## src/svs_pkg.sv

```systemverilog
// package: constants and types for the streaming vector system registers
package svs_pkg;
    // exception levels
    typedef enum logic [1:0] {
        SVS_EL0 = 2'h0,
        SVS_EL1 = 2'h1,
        SVS_EL2 = 2'h2,
        SVS_EL3 = 2'h3
    } svs_el_t;

    // register selectors on the move port
    typedef enum logic [2:0] {
        SVS_SEL_CTRL_LOW = 3'h0,
        SVS_SEL_CTRL_HYP = 3'h1,
        SVS_SEL_CTRL_TOP = 3'h2,
        SVS_SEL_IDENT    = 3'h3,
        SVS_SEL_PRIO     = 3'h4
    } svs_sel_t;

    // access outcome
    typedef enum logic [2:0] {
        SVS_RES_DONE   = 3'h0,
        SVS_RES_UNDEF  = 3'h1,
        SVS_RES_TRAP   = 3'h2,
        SVS_RES_VIRTUALIZATION_MEMORY_PAGE  = 3'h3
    } svs_res_t;

    // move handshake state, one-hot
    typedef enum logic [1:0] {
        SVS_ST_IDLE = 2'b01,
        SVS_ST_RESP = 2'b10
    } svs_state_t;

    localparam logic [5:0]  SVS_EC_TRAP_CTRL  = 6'h1D;
    localparam logic [5:0]  SVS_EC_TRAP_SYS   = 6'h18;
    localparam logic [11:0] SVS_VIRTUALIZATION_MEMORY_PAGE_CTRL    = 12'h01F0;
    localparam int          SVS_FULL_SET_BIT  = 31;
    localparam int          SVS_LEN_LSB       = 0;
    localparam int          SVS_LEN_W         = 4;
    localparam int          SVS_PRIO_W        = 4;
    localparam int          SVS_IMPL_LSB      = 24;
    localparam int          SVS_REV_LSB       = 16;
    localparam int          SVS_PSUP_BIT      = 15;
    localparam int          SVS_AFF_LSB       = 0;
    localparam int          SVS_AFF_W         = 12;
    localparam int          SVS_LEN_UNIT_BITS = 128;
    localparam int          SVS_LEN_MAX_BITS  = 2048;
    localparam logic [63:0] SVS_ZERO64        = 64'h0000_0000_0000_0000;
    // supported lengths mask: bit k set means 128<<k supported (k = 0..4)
    localparam logic [4:0]  SVS_LEN_SUPPORT   = 5'h1F;
endpackage

```

## src/svs_len_if.sv

```systemverilog
// interface: length request and effective length between top and resolver
interface svs_len_if;
    logic [3:0] length_request;
    logic [4:0] streaming_vector_length;
    modport req (output length_request, input streaming_vector_length);
    modport res (input length_request, output streaming_vector_length);
endinterface

```

## src/svs_len_resolve.sv

```systemverilog
// length resolver: request to effective supported streaming vector length
module svs_len_resolve
    import svs_pkg::*;
#(
    parameter logic [4:0] SUPPORT = SVS_LEN_SUPPORT
) (
    svs_len_if.res lif
);
    // result is a one-hot power of two index: bit k means 128<<k bits
    function automatic logic [4:0] pick(input logic [3:0] req, input logic [4:0] sup);
        logic [4:0] r;
        logic       found;
        r = 5'h00;
        found = 1'b0;
        // round down to a supported power of two
        for (int k = 4; k >= 0; k--) begin
            if (!found && sup[k] && ((5'd1 << k) <= ({1'b0, req} + 5'd1))) begin
                r = 5'(5'd1 << k);
                found = 1'b1;
            end
        end
        // below minimum uses the minimum
        for (int k = 4; k >= 0; k--) begin
            if (!found && sup[k]) begin
                r = 5'(5'd1 << k);
            end
        end
        return r;
    endfunction

    assign lif.streaming_vector_length = pick(lif.length_request, SUPPORT);
endmodule

```

## src/svs_sysregs.sv

```systemverilog
// top: streaming vector system registers with move-instruction access checks
module svs_sysregs
    import svs_pkg::*;
#(
    parameter bit          STREAMING_FEATURE = 1'b1,
    parameter bit          HAVE_LEVEL3       = 1'b1,
    parameter bit          HAVE_LEVEL2       = 1'b1,
    parameter bit          FULL_SET_FEATURE  = 1'b1,
    parameter bit          ID_TRAP_FEATURE   = 1'b1,
    parameter logic [7:0]  IMPLEMENTER       = 8'h5A,  // arbitrary value
    parameter logic [7:0]  REVISION          = 8'h01,  // arbitrary value
    parameter bit          PRIORITY_SUPPORT  = 1'b1,
    parameter logic [11:0] UNIT_AFFINITY     = 12'h000,
    parameter logic [4:0]  LEN_SUPPORT       = SVS_LEN_SUPPORT
) (
    // clock and reset
    input  wire logic        CORE_CLK_I,
    input  wire logic        RST_N_I,
    // move instruction port
    input  wire logic        MOVE_VALID_I,
    input  wire logic        MOVE_WRITE_I,
    input  wire logic [2:0]  MOVE_SEL_I,
    input  wire logic [63:0] MOVE_WDATA_I,
    output logic             MOVE_READY_O,
    output logic             RESP_VALID_O,
    output logic [2:0]       RESP_KIND_O,
    output logic [1:0]       RESP_TRAP_EL_O,
    output logic [5:0]       RESP_TRAP_CLASS_O,
    output logic [63:0]      RESP_RDATA_O,
    output logic [11:0]      RESP_VIRTUALIZATION_MEMORY_PAGE_OFFSET_O,
    output logic [63:0]      RESP_VIRTUALIZATION_MEMORY_PAGE_DATA_O,
    // processor state and controls from other registers
    input  wire logic [1:0]  CUR_EL_I,
    input  wire logic        STREAMING_MODE_I,
    input  wire logic        HALTED_I,
    input  wire logic        SECURE_DEBUG_DISABLE_I,
    input  wire logic        LEVEL2_ENABLED_I,
    input  wire logic        HOST_REDIRECT_I,
    input  wire logic        NESTED_VIRT_ENABLE_I,
    input  wire logic        NESTED_VIRT_LEVEL1_I,
    input  wire logic        NESTED_VIRT_MEM_REDIRECT_I,
    input  wire logic [1:0]  LEVEL1_STREAM_ACCESS_ENABLE_I,
    input  wire logic        LEVEL2_STREAM_TRAP_I,
    input  wire logic [1:0]  LEVEL2_STREAM_ACCESS_ENABLE_I,
    input  wire logic        LEVEL3_STREAM_ENABLE_I,
    input  wire logic        GENERAL_TRAP_ROUTING_I,
    input  wire logic        GROUP1_ID_TRAP_I,
    input  wire logic        PRIORITY_MAPPING_ENABLE_I,
    input  wire logic [63:0] PRIORITY_MAP_I,
    // streaming execution controls
    output logic             FULL_SET_LEGAL_O,
    output logic [4:0]       STREAMING_VECTOR_LENGTH_O,
    output logic [3:0]       EFFECTIVE_PRIORITY_O,
    output logic [63:0]      STREAMING_CONTROL_LOW_O,
    output logic [63:0]      STREAMING_CONTROL_HYP_O
);
    localparam bit TOP_EXISTS = STREAMING_FEATURE && HAVE_LEVEL3;

    svs_len_if lif ();

    svs_state_t state;
    logic [63:0] ctrl_low;
    logic [63:0] ctrl_hyp;
    logic        full_set;
    logic [3:0]  len_field;
    logic [3:0]  prio_field;
    logic [63:0] ident;

    // combinational decision for the current request
    svs_res_t    next_kind;
    logic [1:0]  next_trap_el;
    logic [5:0]  next_class;
    logic [63:0] next_rdata;

    svs_len_resolve #(
        .SUPPORT (LEN_SUPPORT)
    ) u_len (
        .lif (lif.res)
    );

    // resolver reads the stored field with no extra delay
    assign lif.length_request = len_field;

    always_comb begin
        ident = SVS_ZERO64;
        ident[SVS_IMPL_LSB +: 8] = IMPLEMENTER;
        ident[SVS_REV_LSB +: 8] = REVISION;
        ident[SVS_PSUP_BIT] = PRIORITY_SUPPORT;
        ident[SVS_AFF_LSB +: SVS_AFF_W] = UNIT_AFFINITY;
    end

    function automatic logic [63:0] top_view(input logic fs, input logic [3:0] len);
        logic [63:0] v;
        v = SVS_ZERO64;
        // full set bit reads zero without the feature
        v[SVS_FULL_SET_BIT] = fs & FULL_SET_FEATURE;
        v[SVS_LEN_LSB +: SVS_LEN_W] = len;
        return v;
    endfunction

    // level-3 enable check shared by the lower control registers and the priority register
    function automatic logic level3_blocks();
        return HAVE_LEVEL3 && !LEVEL3_STREAM_ENABLE_I;
    endfunction

    always_comb begin
        next_kind = SVS_RES_UNDEF;
        next_trap_el = SVS_EL0;
        next_class = 6'h00;
        next_rdata = SVS_ZERO64;
        case (MOVE_SEL_I)
            SVS_SEL_CTRL_LOW, SVS_SEL_CTRL_HYP: begin
                if (!STREAMING_FEATURE) begin
                    next_kind = SVS_RES_UNDEF;
                end else if (CUR_EL_I == SVS_EL3) begin
                    if (!LEVEL3_STREAM_ENABLE_I) begin
                        next_kind = SVS_RES_TRAP;
                        next_trap_el = SVS_EL3;
                        next_class = SVS_EC_TRAP_CTRL;
                    end else begin
                        next_kind = SVS_RES_DONE;
                    end
                end else if (CUR_EL_I == SVS_EL2) begin
                    if (HALTED_I && SECURE_DEBUG_DISABLE_I && level3_blocks()) begin
                        next_kind = SVS_RES_UNDEF;
                    end else if ((!HOST_REDIRECT_I && LEVEL2_STREAM_TRAP_I) ||
                                 (HOST_REDIRECT_I && !LEVEL2_STREAM_ACCESS_ENABLE_I[0])) begin
                        next_kind = SVS_RES_TRAP;
                        next_trap_el = SVS_EL2;
                        next_class = SVS_EC_TRAP_CTRL;
                    end else if (level3_blocks()) begin
                        next_kind = SVS_RES_TRAP;
                        next_trap_el = SVS_EL3;
                        next_class = SVS_EC_TRAP_CTRL;
                    end else begin
                        next_kind = SVS_RES_DONE;
                    end
                end else if (CUR_EL_I == SVS_EL1 && MOVE_SEL_I == SVS_SEL_CTRL_LOW) begin
                    if (HALTED_I && SECURE_DEBUG_DISABLE_I && level3_blocks()) begin
                        next_kind = SVS_RES_UNDEF;
                    end else if (!LEVEL1_STREAM_ACCESS_ENABLE_I[0]) begin
                        next_kind = SVS_RES_TRAP;
                        next_trap_el = SVS_EL1;
                        next_class = SVS_EC_TRAP_CTRL;
                    end else if (LEVEL2_ENABLED_I &&
                                 ((!HOST_REDIRECT_I && LEVEL2_STREAM_TRAP_I) ||
                                  (HOST_REDIRECT_I && !LEVEL2_STREAM_ACCESS_ENABLE_I[0]))) begin
                        next_kind = SVS_RES_TRAP;
                        next_trap_el = SVS_EL2;
                        next_class = SVS_EC_TRAP_CTRL;
                    end else if (level3_blocks()) begin
                        next_kind = SVS_RES_TRAP;
                        next_trap_el = SVS_EL3;
                        next_class = SVS_EC_TRAP_CTRL;
                    end else if (LEVEL2_ENABLED_I && NESTED_VIRT_MEM_REDIRECT_I &&
                                 NESTED_VIRT_LEVEL1_I && NESTED_VIRT_ENABLE_I) begin
                        next_kind = SVS_RES_VIRTUALIZATION_MEMORY_PAGE;
                    end else begin
                        next_kind = SVS_RES_DONE;
                    end
                end else if (CUR_EL_I == SVS_EL1 && LEVEL2_ENABLED_I && NESTED_VIRT_ENABLE_I) begin
                    next_kind = SVS_RES_TRAP;
                    next_trap_el = SVS_EL2;
                    next_class = SVS_EC_TRAP_SYS;
                end
                // host redirect selects hyp copy at level 2
                if (MOVE_SEL_I == SVS_SEL_CTRL_HYP ||
                    (CUR_EL_I == SVS_EL2 && HOST_REDIRECT_I)) begin
                    next_rdata = ctrl_hyp;
                end else begin
                    next_rdata = ctrl_low;
                end
            end
            SVS_SEL_CTRL_TOP: begin
                if (!TOP_EXISTS || CUR_EL_I != SVS_EL3) begin
                    next_kind = SVS_RES_UNDEF;
                end else if (!LEVEL3_STREAM_ENABLE_I) begin
                    next_kind = SVS_RES_TRAP;
                    next_trap_el = SVS_EL3;
                    next_class = SVS_EC_TRAP_CTRL;
                end else begin
                    next_kind = SVS_RES_DONE;
                end
                // direct read returns the field as written
                next_rdata = top_view(full_set, len_field);
            end
            SVS_SEL_IDENT: begin
                next_rdata = ident;
                if (!STREAMING_FEATURE || MOVE_WRITE_I) begin
                    next_kind = SVS_RES_UNDEF;
                end else if (CUR_EL_I == SVS_EL0) begin
                    if (ID_TRAP_FEATURE) begin
                        next_kind = SVS_RES_TRAP;
                        next_class = SVS_EC_TRAP_SYS;
                        next_trap_el = (LEVEL2_ENABLED_I && GENERAL_TRAP_ROUTING_I) ?
                                       SVS_EL2 : SVS_EL1;
                    end
                end else if (CUR_EL_I == SVS_EL1 && LEVEL2_ENABLED_I && GROUP1_ID_TRAP_I) begin
                    next_kind = SVS_RES_TRAP;
                    next_trap_el = SVS_EL2;
                    next_class = SVS_EC_TRAP_SYS;
                end else begin
                    next_kind = SVS_RES_DONE;
                end
            end
            SVS_SEL_PRIO: begin
                if (!STREAMING_FEATURE || CUR_EL_I == SVS_EL0) begin
                    next_kind = SVS_RES_UNDEF;
                end else if (level3_blocks()) begin
                    next_kind = SVS_RES_TRAP;
                    next_trap_el = SVS_EL3;
                    next_class = SVS_EC_TRAP_SYS;
                end else begin
                    next_kind = SVS_RES_DONE;
                end
                next_rdata = SVS_ZERO64;
                next_rdata[SVS_PRIO_W-1:0] = PRIORITY_SUPPORT ? prio_field : 4'h0;
            end
            default: begin
                next_kind = SVS_RES_UNDEF;
            end
        endcase
        if (MOVE_WRITE_I || next_kind != SVS_RES_DONE) begin
            next_rdata = SVS_ZERO64;
        end
    end

    wire logic take = MOVE_VALID_I && (state == SVS_ST_IDLE);
    wire logic do_write = take && MOVE_WRITE_I && (next_kind == SVS_RES_DONE);

    // handshake state
    always_ff @(posedge CORE_CLK_I or negedge RST_N_I) begin
        if (!RST_N_I) begin
            state <= SVS_ST_IDLE;
        end else begin
            case (state)
                SVS_ST_IDLE: state <= take ? SVS_ST_RESP : SVS_ST_IDLE;
                SVS_ST_RESP: state <= SVS_ST_IDLE;
                default:     state <= SVS_ST_IDLE;
            endcase
        end
    end

    // response registers
    always_ff @(posedge CORE_CLK_I or negedge RST_N_I) begin
        if (!RST_N_I) begin
            RESP_KIND_O <= SVS_RES_DONE;
            RESP_TRAP_EL_O <= SVS_EL0;
            RESP_TRAP_CLASS_O <= 6'h00;
            RESP_RDATA_O <= SVS_ZERO64;
            RESP_VIRTUALIZATION_MEMORY_PAGE_OFFSET_O <= 12'h000;
            RESP_VIRTUALIZATION_MEMORY_PAGE_DATA_O <= SVS_ZERO64;
        end else if (take) begin
            RESP_KIND_O <= next_kind;
            RESP_TRAP_EL_O <= next_trap_el;
            RESP_TRAP_CLASS_O <= next_class;
            RESP_RDATA_O <= next_rdata;
            // memory page store offset and data
            RESP_VIRTUALIZATION_MEMORY_PAGE_OFFSET_O <= (next_kind == SVS_RES_VIRTUALIZATION_MEMORY_PAGE) ? SVS_VIRTUALIZATION_MEMORY_PAGE_CTRL : 12'h000;
            RESP_VIRTUALIZATION_MEMORY_PAGE_DATA_O <= (next_kind == SVS_RES_VIRTUALIZATION_MEMORY_PAGE && MOVE_WRITE_I) ?
                                 MOVE_WDATA_I : SVS_ZERO64;
        end
    end

    // lower control copies, kept whole for the neighbouring logic
    always_ff @(posedge CORE_CLK_I or negedge RST_N_I) begin
        if (!RST_N_I) begin
            ctrl_low <= SVS_ZERO64;
            ctrl_hyp <= SVS_ZERO64;
        end else if (do_write && (MOVE_SEL_I == SVS_SEL_CTRL_LOW ||
                                  MOVE_SEL_I == SVS_SEL_CTRL_HYP)) begin
            if (MOVE_SEL_I == SVS_SEL_CTRL_HYP || (CUR_EL_I == SVS_EL2 && HOST_REDIRECT_I)) begin
                ctrl_hyp <= MOVE_WDATA_I;
            end else begin
                ctrl_low <= MOVE_WDATA_I;
            end
        end
    end

    always_ff @(posedge CORE_CLK_I) begin
        if (do_write && MOVE_SEL_I == SVS_SEL_CTRL_TOP) begin
            full_set <= MOVE_WDATA_I[SVS_FULL_SET_BIT] & FULL_SET_FEATURE;
            len_field <= MOVE_WDATA_I[SVS_LEN_LSB +: SVS_LEN_W];
        end
        if (do_write && MOVE_SEL_I == SVS_SEL_PRIO && PRIORITY_SUPPORT) begin
            prio_field <= MOVE_WDATA_I[SVS_PRIO_W-1:0];
        end
    end

    assign MOVE_READY_O = (state == SVS_ST_IDLE);
    assign RESP_VALID_O = (state == SVS_ST_RESP);
    assign STREAMING_CONTROL_LOW_O = ctrl_low;
    assign STREAMING_CONTROL_HYP_O = ctrl_hyp;

    assign FULL_SET_LEGAL_O = STREAMING_MODE_I & full_set & FULL_SET_FEATURE;
    assign STREAMING_VECTOR_LENGTH_O = STREAMING_MODE_I ? lif.streaming_vector_length : 5'h00;

    // larger value means more resource downstream
    always_comb begin
        if (!PRIORITY_SUPPORT) begin
            EFFECTIVE_PRIORITY_O = 4'h0;
        end else if ((CUR_EL_I == SVS_EL1 || CUR_EL_I == SVS_EL0) && HAVE_LEVEL2 &&
                     LEVEL2_ENABLED_I && PRIORITY_MAPPING_ENABLE_I) begin
            EFFECTIVE_PRIORITY_O = PRIORITY_MAP_I[prio_field*SVS_PRIO_W +: SVS_PRIO_W];
        end else begin
            EFFECTIVE_PRIORITY_O = prio_field;
        end
    end
endmodule

```

## config.mk

```make
export PLATFORM = sky130hd
export DESIGN_NAME = svs_sysregs
export DESIGN_NICKNAME = d
export VERILOG_FILES = /design/src/svs_pkg.sv /design/src/svs_len_if.sv /design/src/svs_len_resolve.sv /design/src/svs_sysregs.sv
export SDC_FILE = /design/constraint.sdc
export NUM_CORES = 1
export LEC_CHECK = 0
export BUFFER_PORTS_ARGS = -buffer_cell sky130_fd_sc_hd__buf_2
export CORE_ASPECT_RATIO = 0.5
export CORE_MARGIN = 10
export CORE_UTILIZATION = 47
export CTS_BUF_LIST = sky130_fd_sc_hd__clkbuf_2 sky130_fd_sc_hd__clkbuf_4 sky130_fd_sc_hd__clkbuf_8
export CTS_CLUSTER_DIAMETER = 60
export CTS_CLUSTER_SIZE = 20
export DETAILED_ROUTE_END_ITERATION = 6
export PLACE_DENSITY = 0.79
export SLEW_MARGIN = 20
export SYNTH_ARGS = -nofsm -noshare
export SYNTH_HDL_FRONTEND = slang
export SYNTH_HIERARCHICAL = 1
export SYNTH_SLANG_ARGS = --single-unit
```

## constraint.sdc

```tcl
create_clock -name CORE_CLK_I -period 2.9 [get_ports CORE_CLK_I]
set_input_delay 0.725 -clock CORE_CLK_I [delete_from_list [all_inputs] [get_ports CORE_CLK_I]]
set_output_delay 0.725 -clock CORE_CLK_I [all_outputs]
set_load 0.1 [all_outputs]
```

==> results.py <==
metrics = {
    "global_route": {
        "grt.total_usage_pct": 23.8,
        "grt_pass1_vias": 10100,
        "grt_max_degree": 85,
        "grt_pass1_wl_um": 63500,
        "grt_overflow": 0,
        "antenna_found_initial": 5,
    },
    "synth": {
        "synth_top_area_share_pct": 53.6,
        "synth_area_leaders": "dfrtp_1, mux2_4, mux2_2, mux2i_1, a22o_1",
        "ys_seq_area_share_pct": 56.0,
        "yosys_warnings": 6,
        "ys_ff_latch": 274,
        "yosys.area.top_type": "dfrtp_1",
        "ys_async_sr_fraction_pct": 96.7,
        "synthesis.area_um2": 12300,
        "syn-instance-count": 908,
        "syn_area_per_cell_um2": 13.6,
        "ys_types": 64,
        "synth_edf_count": 9,
        "synth_ff_type": "dfrtp_1",
    },
    "placement": {
        "portBuffers": 432,
        "preCtsSetupSlack_ns": -0.246,
        "dpl-instance-area_um2": 15300,
        "gp_congestion": 0.975,
        "post-dp-hpwl_um": 32300,
    },
    "floorplanning": {
        "dieArea_um2": 33500,
        "die_height_um": 134,
        "die_x_um": 249,
        "core_region_area_um2": 25500,
        "rows": 41,
        "ios": 445,
        "initial_core_util_pct": 48.3,
    },
    "cts": {
        "cts_buffers": 17,
        "cts.sinks": 274,
        "clkTransAtPathRegs_ns": 0.13,
        "cts-root-buf": "clkbuf_8",
        "tritoncts": "done",
        "clockBufferDepth": 3,
        "clk_latency_ns": 0.54,
        "h-tree-depth": 1,
        "cts_hold_buf": 0,
    },
    "timing": {
        "period_share_pct": 114,
        "setup_ws_ns": -0.393,
        "clock-skew-final_ns": 0.00930,
        "period_minus_slack_ns": 3.29,
        "tightest_slew_ns": 0.690,
        "rsz0062_at_grt": "true",
        "final_max_slew_viol_count": 0,
        "fmax_ghz": 0.304,
        "slew_headroom_pct": 54.0,
        "setup_violations": 7,
        "finalHoldViolations": 0,
        "whs_ns": 0.146,
    },
    "cells_and_area": {
        "layout-drive-gt1-share_pct": 53.2,
        "layout_common_cells": "buf_2, dfrtp_1, nand2_1",
        "finalNetCount": 1527,
        "fillers": 2075,
        "design_area_um2": 16000,
        "layout_commonest_cell": "buf_2",
        "syn_to_final_growth_pct": 29.5,
        "post-route-util_pct": 62.6,
    },
    "route": {
        "routed_via_density": 5.47,
        "ant_nets": 0,
        "dr.first_iter.drc_count": 942,
        "wl_per_cell_um": 24.3,
        "dr.pass1.iters": 5,
        "via_count": 9454,
        "wl_um": 42000,
        "route.detailed.drc": 0,
    },
    "setup_path": {
        "critPathRequiredTime_ns": 2.17,
        "path_max_fanout": 7,
        "endpoint_kind": "primary output",
        "start_kind": "flip-flop",
        "cp.arrival_ns": 2.57,
        "crit_type": "flip-flop to primary output",
    },
    "power_and_ir_drop": {
        "switching_power_mw": 4.86,
        "p_per_area_nw_per_um2": 663,
        "p_leak_nw": 8.80,
        "pwr-share-seq_pct": 42.1,
        "power_mw": 10.6,
        "p_clk_share_pct": 17.9,
        "swShare_pct": 45.9,
        "p_int_mw": 5.72,
        "ir_worst_vdd_v": 0.000328,
        "p_comb_share_pct": 40.1,
    },
    "run": {
        "drv_cap": 0,
    },
    "outcome": {
        "status": "complete, but fails checks",
        "violations": "negative setup slack",
    },
    "hold_path": {
        "hold_class": "input pin to asynchronous set/reset pin",
    },
}
==> sequential cells by signal, indices dropped and copies added (netlist names) <==
register	count
RESP_VIRTUALIZATION_MEMORY_PAGE_OFFSET_O	1
RESP_VIRTUALIZATION_MEMORY_PAGE_DATA_O	64
RESP_TRAP_CLASS_O	2
STREAMING_CONTROL_HYP_O	64
RESP_KIND_O	2
state	2
STREAMING_CONTROL_LOW_O	64
full_set	1
RESP_TRAP_EL_O	2
prio_field	4
RESP_RDATA_O	64
len_field	4
==> power by group through the flow <==
stage / sequential, mW / combinational (mW) / clock, mW
after global routing: 4.49 / 4.35 / 2.10
after floorplan: 6.90 / 0.905 / 0
after global placement: 4.48 / 4.19 / 0
after CTS: 4.44 / 4.25 / 1.95
final: 4.45 / 4.24 / 1.89
after detailed placement: 4.51 / 4.23 / 0
==> Yosys cell counts, types with 4 or more instances <==
master,n
buf_6,7
mux2_1,4
and2_1,7
or2_2,4
edfxtp_1,9
mux4_2,17
o21ai_1,10
clkbuf_1,36
nand2_1,78
nor2b_1,8
mux2_4,60
a22o_1,69
nor2_1,7
mux2_2,75
buf_12,6
mux2i_1,61
inv_1,7
nand2b_1,4
o32a_1,4
buf_2,11
a22oi_1,4
a21oi_1,9
dfrtp_1,264
a31oi_1,5
o31ai_1,8
buf_4,16
o21ai_0,64
or3_1,4
==> critical path: stages (launching register included) <==
cell      delay, ns
edfxtp_1       0.43
buf_12         0.14
mux4_2         0.51
mux4_2         0.46
mux2_4         0.30
buf_12         0.17
==> stage by stage <==
| step | setup TNS (ns) | instances |
|---|---|---|
| after floorplan | 0 | 917 |
| after global placement | -17.42 | 1681 |
| after detailed placement | -23.50 | 1681 |
| after CTS | -2.04 | 1720 |
| after global routing | -2.50 | 1727 |
| final | -1.67 | 1728 |
==> routing by layer <==
layer	GRT usage [%]	vias to the layer above	share of wire, %
met5	0	-	0
met4	7.28	0	2.9
met3	3.44	66	4.4
met2	43.2	279	53
met1	28.9	4884	40
li1	-	4225	-
==> layout make-up <==
| cell class | instances | area, µm² | share of cell area [%] |
|---|---|---|---|
| Inverter | 7 | 28.8 | 0.180 |
| Antenna cell | 5 | 12.5 | 0.0784 |
| Sequential cell | 274 | 6900 | 43.3 |
| Clock inverter | 2 | 12.5 | 0.0784 |
| Tap cell | 344 | 430 | 2.70 |
| Clock buffer | 26 | 308 | 1.93 |
| Multi-Input combinational cell | 557 | 5130 | 32.1 |
| Timing Repair Buffer | 513 | 3130 | 19.6 |
==> worst paths after layout <==
check | from | endpoint | slack [ns] | depth (start not counted)
max in group asynchronous | RST_N_I | state[0]$_DFF_PN1_ | 1.99 | 2
min in group CORE_CLK_I | MOVE_WDATA_I[43] | RESP_VIRTUALIZATION_MEMORY_PAGE_DATA_O[43]$_DFFE_PN0P_ | 0.42 | 2
worst max register to register | state[0]$_DFF_PN1_ | RESP_RDATA_O[17]$_DFFE_PN0P_ | 0.42 | 7
worst max-delay path | prio_field[0]$_DFFE_PP_ | EFFECTIVE_PRIORITY_O[0] | -0.39 | 5
worst min register to register | RESP_RDATA_O[32]$_DFFE_PN0P_ | RESP_RDATA_O[32]$_DFFE_PN0P_ | 0.49 | 2
worst min-delay path | RST_N_I | RESP_RDATA_O[20]$_DFFE_PN0P_ | 0.15 | 1
==> cells by family after synthesis <==
family	after synthesis	synth area share, %
muxes	217	22.6
AOI/OAI and AO/OA	191	11.0
DFF	274	56.0
adders and majority gates	3	0.305
other	1	0.0304
buffers and inverters	86	4.44
and+or+nand+nor	136	5.64
==> timing repair <==
action	in CTS	in global routing
buffers inserted	10	6
resized for setup	33	29
pin swaps	11	7
cloned	1	0
endpoints found under the setup margin	9	9
Power figures use the tool's default switching activity.
